<file path="src/pesl_map.vh">
/*
 * Register offsets, field positions, reset values and timing counts for
 * the ESD counter, SGMII timer/status and indicator light register slice.
 * Assumes a 250 MHz core clock and 16-bit register words.
 */
`ifndef PESL_MAP_VH
`define PESL_MAP_VH

// ----------------------------------------------------------------------
// Register offsets
// ----------------------------------------------------------------------
`define PESL_ADDR_W 11
`define PESL_OFF_ESD 11'h448
`define PESL_OFF_SGT 11'h456
`define PESL_OFF_SGS 11'h459
`define PESL_OFF_LED 11'h460
`define PESL_OFF_IRQ_STAT 11'h470
`define PESL_OFF_IRQ_MASK 11'h471
`define PESL_OFF_BMSR 11'h001

// ----------------------------------------------------------------------
// Field positions and reset values
// ----------------------------------------------------------------------
`define PESL_ESD_MAC_HI 13
`define PESL_ESD_MAC_LO 8
`define PESL_ESD_LINE_HI 5
`define PESL_ESD_LINE_LO 0
`define PESL_SGT_HI 13
`define PESL_SGT_LO 12
`define PESL_SGT_RST 2'h1
`define PESL_SGT_LOW_RST 12'h008
`define PESL_SGS_PAGE 1
`define PESL_SGS_DONE 0
`define PESL_LED_RATE_HI 13
`define PESL_LED_RATE_LO 12
`define PESL_LED_RST 16'h2610
`define PESL_LED_RW_MASK 16'hFFFF
`define PESL_IRQ_W 4

// ----------------------------------------------------------------------
// Indicator source codes
// ----------------------------------------------------------------------
`define PESL_SRC_LINK 4'h0
`define PESL_SRC_LINK_ACT 4'h1
`define PESL_SRC_LINK_TX 4'h2
`define PESL_SRC_LINK_TX2 4'h3
`define PESL_SRC_LINK_RX 4'h4
`define PESL_SRC_LINK_SLV 4'h5
`define PESL_SRC_ACT 4'h6
`define PESL_SRC_LOST 4'h9
`define PESL_SRC_PRBS 4'hA
`define PESL_MUX_LED 3'h0

// ----------------------------------------------------------------------
// Timing: timer times in microseconds, blink times in milliseconds, counts at 250 cycles per microsecond
// ----------------------------------------------------------------------
`define PESL_CYC_PER_US 250
`define PESL_SGT_T0_US 1600
`define PESL_SGT_T1_US 2
`define PESL_SGT_T2_US 800
`define PESL_SGT_T3_US 11000
`define PESL_SGT_CYC(us) ((us) * `PESL_CYC_PER_US)
`define PESL_BLINK_T0_MS 50
`define PESL_BLINK_T1_MS 100
`define PESL_BLINK_T2_MS 200
`define PESL_BLINK_T3_MS 500
`define PESL_CYC_PER_MS 250000
`define PESL_HALF_CYC(ms) ((ms) * `PESL_CYC_PER_MS / 2)

`endif

</file>
<file path="src/pesl_sync.v">
/*
 * Two flip-flop synchroniser for one level signal.
 * Assumes the input is asynchronous to core_clk_i.
 */
`timescale 1ns/1ps
`default_nettype none

module pesl_sync (
	// Clock and reset
	input wire core_clk_i,
	input wire rst_i,
	// Data
	input wire d_i,
	output wire q_o
);

reg meta_ff;
reg sync_ff;

always @(posedge core_clk_i or posedge rst_i) begin
	if (rst_i) begin
		meta_ff <= 1'b0;
		sync_ff <= 1'b0;
	end else begin
		meta_ff <= d_i;
		sync_ff <= meta_ff;
	end
end

assign q_o = sync_ff;

endmodule

`default_nettype wire

</file>
<file path="src/pesl_light.v">
/*
 * One indicator light: source decode per 4-bit selector and pin mux gate.
 * Assumes synchronised status inputs and a shared blink phase.
 */
`timescale 1ns/1ps
`default_nettype none

`include "pesl_map.vh"

module pesl_light (
	// Clock and reset
	input wire core_clk_i,
	input wire rst_i,
	// Selection
	input wire [3:0] src_i,
	input wire [2:0] mux_sel_i,
	// Status
	input wire link_i,
	input wire tx_act_i,
	input wire rx_act_i,
	input wire slave_i,
	input wire blink_i,
	input wire lost_i,
	input wire prbs_i,
	// Light
	output reg light_o
);

reg nxt_light;

always @* begin
	case (src_i)
	`PESL_SRC_LINK: nxt_light = link_i;
	`PESL_SRC_LINK_ACT: nxt_light = link_i & ~((tx_act_i | rx_act_i) & blink_i);
	`PESL_SRC_LINK_TX: nxt_light = link_i & tx_act_i;
	`PESL_SRC_LINK_TX2: nxt_light = link_i & tx_act_i;
	`PESL_SRC_LINK_RX: nxt_light = link_i & rx_act_i;
	`PESL_SRC_LINK_SLV: nxt_light = link_i & slave_i;
	`PESL_SRC_ACT: nxt_light = tx_act_i | rx_act_i;
	`PESL_SRC_LOST: nxt_light = lost_i;
	`PESL_SRC_PRBS: nxt_light = prbs_i;
	default: nxt_light = 1'b0;
	endcase
	if (mux_sel_i != `PESL_MUX_LED) begin
		nxt_light = 1'b0;
	end
end

always @(posedge core_clk_i or posedge rst_i) begin
	if (rst_i) begin
		light_o <= 1'b0;
	end else begin
		light_o <= nxt_light;
	end
end

endmodule

`default_nettype wire

</file>
<file path="src/pesl_regs.v">
/*
 * ESD event counters, SGMII negotiation timer and status, indicator light
 * configuration, interrupt status/mask, and three indicator outputs.
 * Assumes a simple register port with read data one cycle after the strobe,
 * a power-on reset separate from the hardware reset, and asynchronous
 * event and status pins that are synchronised here.
 */
// Summary of operation
// - Bits 13:8 of the ESD register count ESD hits on the MAC-side port.
// - Bits 5:0 of the ESD register count ESD hits on the line pair.
// - Every synchronised rising edge counts, with no dead time.
// - ESD counts clear only on power-up, never on hardware reset.
// - Timer field 13:12 picks 1.6 ms, 2 us, 800 us or 11 ms; resets to 01.
// - SGMII status bit 1 reads 1 when a new page arrived.
// - SGMII status bit 0 reads 1 when negotiation completed.
// - Light field 13:12 picks a 50, 100, 200 or 500 ms blink period.
// - Codes 0000, 0001 and 0110 give link, link+blink, activity.
// - Code 0101 shows link up in the slave role.
// - Code 1001 lights on link loss until status register 0x1 is read.
// - Code 1010 lights on any PRBS error until that counter clears.
// - Second and third lights use 7:4 and 11:8, reset 0001 and 0110.
// - A light shows its source only while its pin mux select is 000.
`timescale 1ns/1ps
`default_nettype none

`include "pesl_map.vh"

module pesl_regs (
	// Clock and resets
	input wire core_clk_i,
	input wire rst_i,
	input wire por_i,
	// Register port
	input wire [`PESL_ADDR_W-1:0] addr_i,
	input wire [15:0] wdata_i,
	input wire wr_i,
	input wire rd_i,
	output reg [15:0] rdata_o,
	// Event pins and pin mux selects
	input wire esd_mac_i,
	input wire esd_line_i,
	input wire sg_page_i,
	input wire sg_done_i,
	input wire link_i,
	input wire tx_act_i,
	input wire rx_act_i,
	input wire slave_i,
	input wire prbs_err_i,
	input wire prbs_clr_i,
	input wire [2:0] mux_first_i,
	input wire [2:0] mux_second_i,
	input wire [2:0] mux_third_i,
	// Outputs
	output reg [1:0] sgmii_timer_sel_o,
	output reg sgmii_timer_tick_o,
	output wire indicator_first_o,
	output wire indicator_second_o,
	output wire indicator_third_o,
	output reg irq_o
);

localparam [31:0] SGT_C0 = `PESL_SGT_CYC(`PESL_SGT_T0_US);
localparam [31:0] SGT_C1 = `PESL_SGT_CYC(`PESL_SGT_T1_US);
localparam [31:0] SGT_C2 = `PESL_SGT_CYC(`PESL_SGT_T2_US);
localparam [31:0] SGT_C3 = `PESL_SGT_CYC(`PESL_SGT_T3_US);
localparam [31:0] BLK_C0 = `PESL_HALF_CYC(`PESL_BLINK_T0_MS);
localparam [31:0] BLK_C1 = `PESL_HALF_CYC(`PESL_BLINK_T1_MS);
localparam [31:0] BLK_C2 = `PESL_HALF_CYC(`PESL_BLINK_T2_MS);
localparam [31:0] BLK_C3 = `PESL_HALF_CYC(`PESL_BLINK_T3_MS);

// ----------------------------------------------------------------------
// Synchronisers
// ----------------------------------------------------------------------
wire [7:0] raw_w;
wire [7:0] syn_w;
assign raw_w = {prbs_clr_i, prbs_err_i, slave_i, rx_act_i, tx_act_i,
	link_i, sg_done_i, sg_page_i};

genvar gi;
generate
	for (gi = 0; gi < 8; gi = gi + 1) begin : g_sync
		pesl_sync u_sync (
			.core_clk_i(core_clk_i),
			.rst_i(rst_i),
			.d_i(raw_w[gi]),
			.q_o(syn_w[gi])
		);
	end
endgenerate

wire esd_line_s;
pesl_sync u_sync_line (
	.core_clk_i(core_clk_i),
	.rst_i(por_i),
	.d_i(esd_line_i),
	.q_o(esd_line_s)
);

// ESD syncs for counters run on power-on reset only
wire esd_mac_s;
pesl_sync u_sync_mac (
	.core_clk_i(core_clk_i),
	.rst_i(por_i),
	.d_i(esd_mac_i),
	.q_o(esd_mac_s)
);

wire sg_page_s = syn_w[0];
wire sg_done_s = syn_w[1];
wire link_s = syn_w[2];
wire tx_s = syn_w[3];
wire rx_s = syn_w[4];
wire slave_s = syn_w[5];
wire prbs_s = syn_w[6];
wire prbs_clr_s = syn_w[7];

// ----------------------------------------------------------------------
// ESD counters (power-on reset only)
// ----------------------------------------------------------------------
reg [5:0] esd_mac_ff;
reg [5:0] esd_line_ff;
reg esd_mac_d_ff;
reg esd_line_d_ff;
wire esd_mac_hit = esd_mac_s & ~esd_mac_d_ff;
wire esd_line_hit = esd_line_s & ~esd_line_d_ff;

always @(posedge core_clk_i or posedge por_i) begin
	if (por_i) begin
		esd_mac_ff <= 6'h00;
		esd_line_ff <= 6'h00;
		esd_mac_d_ff <= 1'b0;
		esd_line_d_ff <= 1'b0;
	end else begin
		esd_mac_d_ff <= esd_mac_s;
		esd_line_d_ff <= esd_line_s;
		if (esd_mac_hit) begin
			esd_mac_ff <= esd_mac_ff + 6'h01;
		end
		if (esd_line_hit) begin
			esd_line_ff <= esd_line_ff + 6'h01;
		end
	end
end

// ----------------------------------------------------------------------
// Writable registers
// ----------------------------------------------------------------------
reg [1:0] sgt_sel_ff;
reg [15:0] led_cfg_ff;
reg [`PESL_IRQ_W-1:0] irq_mask_ff;
reg [`PESL_IRQ_W-1:0] irq_stat_ff;
reg lost_ff;
reg prbs_ff;
reg link_d_ff;
reg sg_page_d_ff;
reg sg_done_d_ff;

wire wr_sgt = wr_i & (addr_i == `PESL_OFF_SGT);
wire wr_led = wr_i & (addr_i == `PESL_OFF_LED);
wire wr_mask = wr_i & (addr_i == `PESL_OFF_IRQ_MASK);
wire wr_stat = wr_i & (addr_i == `PESL_OFF_IRQ_STAT);
wire rd_bmsr = rd_i & (addr_i == `PESL_OFF_BMSR);
wire link_fall = link_d_ff & ~link_s;
wire [`PESL_IRQ_W-1:0] irq_ev;
assign irq_ev = {link_fall, sg_done_s & ~sg_done_d_ff,
	sg_page_s & ~sg_page_d_ff, esd_mac_hit | esd_line_hit};

always @(posedge core_clk_i or posedge rst_i) begin
	if (rst_i) begin
		sgt_sel_ff <= `PESL_SGT_RST;
		led_cfg_ff <= `PESL_LED_RST;
		irq_mask_ff <= {`PESL_IRQ_W{1'b0}};
		irq_stat_ff <= {`PESL_IRQ_W{1'b0}};
		lost_ff <= 1'b0;
		prbs_ff <= 1'b0;
		link_d_ff <= 1'b0;
		sg_page_d_ff <= 1'b0;
		sg_done_d_ff <= 1'b0;
	end else begin
		link_d_ff <= link_s;
		sg_page_d_ff <= sg_page_s;
		sg_done_d_ff <= sg_done_s;
		if (wr_sgt) begin
			sgt_sel_ff <= wdata_i[`PESL_SGT_HI:`PESL_SGT_LO];
		end
		if (wr_led) begin
			led_cfg_ff <= wdata_i & `PESL_LED_RW_MASK;
		end
		if (wr_mask) begin
			irq_mask_ff <= wdata_i[`PESL_IRQ_W-1:0];
		end
		// Set wins over write-one-to-clear
		irq_stat_ff <= (irq_stat_ff &
			~(wr_stat ? wdata_i[`PESL_IRQ_W-1:0] : {`PESL_IRQ_W{1'b0}}))
			| irq_ev;
		// Latched link loss, cleared by a status read, new loss wins
		if (link_fall) begin
			lost_ff <= 1'b1;
		end else if (rd_bmsr) begin
			lost_ff <= 1'b0;
		end
		if (prbs_s) begin
			prbs_ff <= 1'b1;
		end else if (prbs_clr_s) begin
			prbs_ff <= 1'b0;
		end
	end
end

// ----------------------------------------------------------------------
// Blink divider and SGMII link timer tick
// ----------------------------------------------------------------------
reg [31:0] blk_cnt_ff;
reg blink_ff;
reg [31:0] blk_lim;
reg [31:0] sgt_cnt_ff;
reg [31:0] sgt_lim;

always @* begin
	case (led_cfg_ff[`PESL_LED_RATE_HI:`PESL_LED_RATE_LO])
	2'h0: blk_lim = BLK_C0;
	2'h1: blk_lim = BLK_C1;
	2'h2: blk_lim = BLK_C2;
	default: blk_lim = BLK_C3;
	endcase
	case (sgt_sel_ff)
	2'h0: sgt_lim = SGT_C0;
	2'h1: sgt_lim = SGT_C1;
	2'h2: sgt_lim = SGT_C2;
	default: sgt_lim = SGT_C3;
	endcase
end

always @(posedge core_clk_i or posedge rst_i) begin
	if (rst_i) begin
		blk_cnt_ff <= 32'h0;
		blink_ff <= 1'b0;
		sgt_cnt_ff <= 32'h0;
		sgmii_timer_tick_o <= 1'b0;
		sgmii_timer_sel_o <= `PESL_SGT_RST;
	end else begin
		sgmii_timer_sel_o <= sgt_sel_ff;
		if (blk_cnt_ff + 32'h1 >= blk_lim) begin
			blk_cnt_ff <= 32'h0;
			blink_ff <= ~blink_ff;
		end else begin
			blk_cnt_ff <= blk_cnt_ff + 32'h1;
		end
		if (sgt_cnt_ff + 32'h1 >= sgt_lim) begin
			sgt_cnt_ff <= 32'h0;
			sgmii_timer_tick_o <= 1'b1;
		end else begin
			sgt_cnt_ff <= sgt_cnt_ff + 32'h1;
			sgmii_timer_tick_o <= 1'b0;
		end
	end
end

// ----------------------------------------------------------------------
// Indicator lights
// ----------------------------------------------------------------------
wire [3:0] src_w [0:2];
wire [2:0] mux_w [0:2];
wire [2:0] light_w;
assign src_w[0] = led_cfg_ff[3:0];
assign src_w[1] = led_cfg_ff[7:4];
assign src_w[2] = led_cfg_ff[11:8];
assign mux_w[0] = mux_first_i;
assign mux_w[1] = mux_second_i;
assign mux_w[2] = mux_third_i;

generate
	for (gi = 0; gi < 3; gi = gi + 1) begin : g_light
		pesl_light u_light (
			.core_clk_i(core_clk_i),
			.rst_i(rst_i),
			.src_i(src_w[gi]),
			.mux_sel_i(mux_w[gi]),
			.link_i(link_s),
			.tx_act_i(tx_s),
			.rx_act_i(rx_s),
			.slave_i(slave_s),
			.blink_i(blink_ff),
			.lost_i(lost_ff),
			.prbs_i(prbs_ff),
			.light_o(light_w[gi])
		);
	end
endgenerate

assign indicator_first_o = light_w[0];
assign indicator_second_o = light_w[1];
assign indicator_third_o = light_w[2];

// ----------------------------------------------------------------------
// Read port and interrupt
// ----------------------------------------------------------------------
reg [15:0] nxt_rdata;

always @* begin
	nxt_rdata = 16'h0000;
	case (addr_i)
	`PESL_OFF_ESD: begin
		nxt_rdata[`PESL_ESD_MAC_HI:`PESL_ESD_MAC_LO] = esd_mac_ff;
		nxt_rdata[`PESL_ESD_LINE_HI:`PESL_ESD_LINE_LO] = esd_line_ff;
	end
	`PESL_OFF_SGT: begin
		nxt_rdata[`PESL_SGT_HI:`PESL_SGT_LO] = sgt_sel_ff;
		nxt_rdata[11:0] = `PESL_SGT_LOW_RST;
	end
	`PESL_OFF_SGS: begin
		nxt_rdata[`PESL_SGS_PAGE] = sg_page_s;
		nxt_rdata[`PESL_SGS_DONE] = sg_done_s;
	end
	`PESL_OFF_LED: nxt_rdata = led_cfg_ff;
	`PESL_OFF_IRQ_STAT: nxt_rdata[`PESL_IRQ_W-1:0] = irq_stat_ff;
	`PESL_OFF_IRQ_MASK: nxt_rdata[`PESL_IRQ_W-1:0] = irq_mask_ff;
	default: nxt_rdata = 16'h0000;
	endcase
end

always @(posedge core_clk_i or posedge rst_i) begin
	if (rst_i) begin
		rdata_o <= 16'h0000;
		irq_o <= 1'b0;
	end else begin
		rdata_o <= rd_i ? nxt_rdata : 16'h0000;
		irq_o <= |(irq_stat_ff & irq_mask_ff);
	end
end

endmodule

`default_nettype wire

</file>
<file path="config.mk">
export PLATFORM = sky130hd
export DESIGN_NAME = pesl_regs
export DESIGN_NICKNAME = d
export VERILOG_FILES = /design/src/pesl_sync.v /design/src/pesl_light.v /design/src/pesl_regs.v
export VERILOG_INCLUDE_DIRS = /design/src
export SDC_FILE = /design/constraint.sdc
export NUM_CORES = 1
export LEC_CHECK = 0
export BUFFER_PORTS_ARGS = -buffer_cell sky130_fd_sc_hd__clkbuf_2
export CORE_MARGIN = 2
export CORE_UTILIZATION = 54
export DETAILED_ROUTE_END_ITERATION = 8
export GPL_TIMING_DRIVEN = 0
export PLACE_DENSITY = 0.77
export SLEW_MARGIN = 40
export SYNTH_ARGS = -nofsm -noshare
export SYNTH_HDL_FRONTEND = slang
export SYNTH_SLANG_ARGS = --single-unit
</file>
<file path="constraint.sdc">
create_clock -name core_clk_i -period 3.8 [get_ports core_clk_i]
set_input_delay 0.38 -clock core_clk_i [delete_from_list [all_inputs] [get_ports core_clk_i]]
set_output_delay 0.38 -clock core_clk_i [all_outputs]
set_load 0.005 [all_outputs]
</file>
Word-level counts from Yosys, hierarchy flattened --
Cells that the tools add are included.
Operators by class: $add $sub $neg 4, equality and inequality tests 35, reductions and logical operators 14, bitwise gates (word level) 28, mux-type cells 23, order comparisons 2
Operators with widths (number):
- 26-bit case mux with 3 select lines | 1
- 11-bit equality test (second input constant) | 6
- 22-bit case mux with 3 select lines | 1
- 32-bit by 1-bit adder with 32-bit output (second input constant) | 2
- 32-bit greater-or-equal comparator | 2
- 32-bit 2-to-1 mux | 2
- 4-bit by 3-bit equality test with 1-bit output (second input constant) | 9
- 4-bit by 2-bit equality test with 1-bit output (second input constant) | 6
- 4-bit equality test (second input constant) | 6
- 1-bit case mux with 8 select lines | 3
- 2-bit case mux with 5 select lines | 2
- 6-bit case mux with 3 select lines | 1
- 16-bit 2-to-1 mux | 1
- 1-bit AND | 15
- 6-bit by 1-bit adder with 6-bit output (second input constant) | 2
- 4-bit by 1-bit equality test with 1-bit output (second input constant) | 3
- 4-bit zero test | 3
- 11-bit by 1-bit equality test with 1-bit output (second input constant) | 1
- 3-bit nonzero test | 3
- 4-bit AND | 2
- 1-bit 2-to-1 mux | 8
- 1-bit NOT | 7
- 2-bit OR reduction | 3
- 2-bit by 1-bit equality test with 1-bit output (second input constant) | 2
- 10 further kinds | 15
Storage, ports and cells: bits of input ports 51, bits in registers 153, output and inout port bits 23

Logic depth before layout (Yosys ltp) --
word-level depth 6, mapped depth 15, gate-level depth less buffers 14

By module --
A second synthesis with hierarchy kept.
Second synthesis, totals: cells, all modules 717, area, all modules 7886.3 sq um
Modules (own cells, without submodules):
- pesl_regs | area each 6957.9 sq um, seq. area each 3260.6 sq um, times used 1, cells an instance 630
- pesl_sync | area each 53.8 sq um, seq. area each 50.0 sq um, times used 10, cells an instance 3
- pesl_light | area each 130.1 sq um, seq. area each 25.0 sq um, times used 3, cells an instance 19

Worst setup path before layout --
No wires, ideal clock.
kind reg2reg, from register blk_cnt_ff[0], to register blink_ff, setup slack 0.309 ns, required time 3.678 ns, library setup time 0.122 ns, data arrival time 3.369 ns, stages on the path, launching flop included 16, cell sequence dfrtp_1 ha_1 nand3_1 nor4_1 nand2_1 nor2_1 xor2_1 ha_1 a21o_1 a21o_1 a21o_1 a21oi_1 o21ai_1 a211o_4 buf_6 xor2_1
Between the ends: longest elaborated chain between the ends 2
Ends and longest elaborated chain:
- from (decl) | RTL line pesl_regs.v:213 | reg [31:0] blk_cnt_ff;
- from (signal assigned) | RTL line pesl_regs.v:247 | blk_cnt_ff <= blk_cnt_ff + 32'h1;
- 32-bit by 1-bit adder with 32-bit output | RTL line pesl_regs.v:243 | if (blk_cnt_ff + 32'h1 >= blk_lim) begin
- 32-bit greater-or-equal comparator | RTL line pesl_regs.v:243
- to (signal assigned) | RTL line pesl_regs.v:245 | blink_ff <= ~blink_ff;
- to (decl) | RTL line pesl_regs.v:214 | reg blink_ff;
No other way between the ends. A chain may end at the register's enable or synchronous reset.

Final worst setup path --
Same ends and word-level chain as after synthesis.

==> reports/qor.csv <==
metric,value,unit
status,"finished, final reports clean",
die_x,122.8,um
fmax,0.2768,GHz
overflow,0,
die-area,15090,um^2
top_usage_layer,met2,
clk_pin_slew,0.06,ns
hpwl,12.44,mm
register_area,3836,um^2
vias,5824,
yosys.area_share.adder,7.516,%
max_cap_violations,0,
avgSynthCellArea,10.91,um^2
worstSetupPathType,reg2reg,
setup_viol,0,
finalHoldViolations,0,
synth_cell_types,62,
power_density,413.8,nW/um^2
htreeDepth,4,
crit_path_frequent_cell,a21o_1,
r2r-end,blink_ff$_DFFE_PP0P_,
r2r_setup_slack,0.19,ns
cts.path.max_buffers,2,
stdcell_area,9166,um^2
portBuffers,69,
drtIter0Drc,286,
wirelength,16.97,mm
drive_gt1_share,21.35,%
async_flop_share,100.0,%
crit_arrival,3.92,ns
grt_util_met2,38.43,%
rsz0062_at_grt,false,
fillers,993,
synth_edf_count,0,
nNetsFinal,912,
ys.flop_type,dfrtp_1,
worstPathRequired,4.11,ns
synth_compound_area_share,9.485,%
start_util,55.14,%
fin_crit_sh,95.09,%
ant_nets,0,
reg2regPathDepth,16,
num_io_pins,74,
synth_top_family_by_area,simple AND/OR/NAND/NOR gates,
cts-buffers-inserted,17,
slew_headroom,46.66,%
synth_seq_cells,153,
grt_pass1_vias,5932,
mostFrequentLayoutCell,dfrtp_1,
clock-sinks,153,
num_antenna_cells,0,
antenna_found_initial,0,
whs,0.02860,ns
cp_cell_sequence,"ha_2, nand3_2, nor4_4, buf_4, nand2_1, nor2_1, xor2_1, ha_1, a21o_1, a21o_1, a21o_1, a21oi_1, o21ai_1, a211o_4, buf_6, xor2_1",
grt_pass1_wl,28.08,mm
crit_path_max_fanout,10,
crit_path_start_kind,flip-flop,
worst_slew_pin_slew,0.7939,ns
max_stage_delay,0.42,ns
drc_errors,0,
die_h,122.8,um
num_rows,43,
grt_usage,23.98,%
cts_tree,built,
netlist_instances,699,
multi_input_area,3741,um^2
final.setup.tns,0,ns
final_cell_mix,"147 x dfrtp_1, 73 x clkbuf_2, 47 x nor2_1, 44 x ha_1, 41 x nand2_1",
wl_per_cell,16.82,um
core,13830,um^2
cts_root_buf,clkbuf_16,
clock_skew,0.005230,ns
ir_worst_vdd,0.0003063,V
netlist_area,7625,um^2
slew_viol_final,0,
area_delta_synth_final,20.22,%
clk_latency,0.43,ns
r2r_start,blk_cnt_ff[0]$_DFF_PP0_,
grt_use_met1,31.02,%
gp_congestion,0.9038,
p_leak,4.322,nW
synth_xor_area_share,6.547,%
seq_area_frac_synth,50.31,%
slowest_stage,dfrtp_1,
end_kind,flip-flop,
firstDrtPassIters,5,
yosys_warnings,0,
grt_max_degree,28,
hp-class,in2async,
synthMuxAreaShare,3.676,%
grtUsageMet3,6.227,%
synth_simple_gate_area_share,20.05,%
routed_via_density,5.772,
dpl_cell_area,8424,um^2
fin_crit,3.613,ns
-- flip-flops by register name (all words and copies together), names as in the netlist, 2 cells and up --
name	cells
sgt_sel_ff	2
irq_mask_ff	4
g_sync.u_sync.q_o	8
g_light.u_light.light_o	3
sgmii_timer_sel_o	2
blk_cnt_ff	32
rdata_o	16
sgt_cnt_ff	32
g_sync.u_sync.meta_ff	8
esd_line_ff	6
irq_stat_ff	4
esd_mac_ff	6
led_cfg_ff	16
-- critical path: cells and delay by family, from the launching register on --
kind	cells	cell delay (ns)
compound gates	6	1.10
simple gates	4	0.76
fa+ha+maj	2	0.51
flops	1	0.42
buf+inv	2	0.35
xor+xnor	2	0.34
-- through the flow --
| stage | total power (W) | worst slack, ns | cells | utilization [%] |
|---|---|---|---|---|
| 3_3_place_gp | 0.002029 | -0.3563 | 963 | 59.71 |
| 6_report | 0.003793 | 0.1867 | 1009 | 66.29 |
| 3_5_place_dp | 0.002066 | -0.08128 | 969 | 60.93 |
| 2_1_floorplan | 0.001957 | 0.3089 | 714 | - |
| 4_1_cts | 0.003820 | 0.01748 | 1002 | 65.63 |
| 5_1_grt | 0.003944 | 0.001855 | 1009 | 66.29 |
-- cells in the mapped netlist (all sizes together), types with 2 or more instances --
| cell type | n | share of area [%] |
|---|---|---|
| a2111oi | 2 | 0.23 |
| a211o | 3 | 0.46 |
| a211oi | 4 | 0.39 |
| a21o | 11 | 1.1 |
| a21oi | 16 | 1.1 |
| a221oi | 2 | 0.23 |
| a222oi | 5 | 0.66 |
| a22oi | 11 | 1.1 |
| a31oi | 7 | 0.57 |
| and2 | 4 | 0.33 |
| and3 | 18 | 1.5 |
| and4 | 7 | 0.80 |
| buf | 3 | 0.34 |
| clkbuf | 18 | 0.89 |
| dfrtp | 147 | 48 |
| dfstp | 6 | 2.1 |
| ha | 45 | 7.4 |
| inv | 23 | 1.1 |
| mux2 | 24 | 3.5 |
| nand2 | 41 | 2.0 |
| nand2b | 5 | 0.41 |
| nand3 | 30 | 2.0 |
| nand3b | 6 | 0.59 |
| nand4 | 28 | 2.5 |
| nand4b | 2 | 0.23 |
| nor2 | 47 | 2.3 |
| nor2b | 25 | 2.4 |
| nor3 | 15 | 1.1 |
| nor3b | 22 | 2.2 |
| nor4 | 12 | 1.1 |
| o2111ai | 2 | 0.23 |
| o211ai | 4 | 0.39 |
| o21a | 3 | 0.30 |
| o21ai | 21 | 1.4 |
| o22a | 2 | 0.23 |
| o31a | 2 | 0.23 |
| o31ai | 2 | 0.20 |
| or2 | 3 | 0.25 |
| or3 | 2 | 0.16 |
| or4 | 2 | 0.25 |
| xnor2 | 32 | 3.7 |
| xor2 | 25 | 2.9 |
-- per-layer routing --
metal  routed length (um)  up-vias  part of all wire (%)
li1                     -     2746                     -
met1                 7465     2851                    44
met2                 8177      185                    48
met3                  886       42                   5.2
met4                  443        0                   2.6
met5                    0        -                     0
-- how the worst max path moves through the flow --
stage / end / cells past startpoint / slack, ns / from
after floorplan: blink_ff$_DFFE_PP0P_ / 15 / 0.31 / blk_cnt_ff[0]$_DFF_PP0_
after global placement: blink_ff$_DFFE_PP0P_ / 12 / -0.36 / blk_cnt_ff[0]$_DFF_PP0_
after detailed placement: blink_ff$_DFFE_PP0P_ / 12 / -0.08 / blk_cnt_ff[0]$_DFF_PP0_
after CTS: blink_ff$_DFFE_PP0P_ / 12 / 0.02 / blk_cnt_ff[0]$_DFF_PP0_
after global routing: blink_ff$_DFFE_PP0P_ / 16 / 0.002 / blk_cnt_ff[0]$_DFF_PP0_
final: blink_ff$_DFFE_PP0P_ / 16 / 0.19 / blk_cnt_ff[0]$_DFF_PP0_
-- cell families (layout without fill, tap and decap cells) --
kind of cell / after synthesis / count (layout)
compound gates: 103 / 103
xor+xnor: 57 / 57
fa+ha+maj: 46 / 46
buf+inv: 44 / 159
flops: 153 / 153
mux: 25 / 25
other cells: 1 / 16
simple gates: 270 / 270
-- power by group --
part           internal (W)  switching (W)
clock network       0.00108       0.000675
registers           0.00172      0.0000971
logic              0.000112       0.000114
-- repair_timing --
item	in CTS	in global routing
resized for setup	3	14
endpoints found under the hold margin	14	0
buffers inserted	0	7
endpoints found under the setup margin	41	48
pin swaps	1	4
gates cloned	0	0
hold buffers	1	0
-- area by class of cell --
cell class	count	share of cell area (%)
well taps	180	2.457
plain buffers	21	1.078
inverters	23	0.9828
repair buffers	83	6.088
multi-input cells	517	40.81
clock buffers	20	4.982
flip-flops and latches	153	41.85
clock inverters	12	1.747
Note: power is estimated with default switching activity, not from simulation.
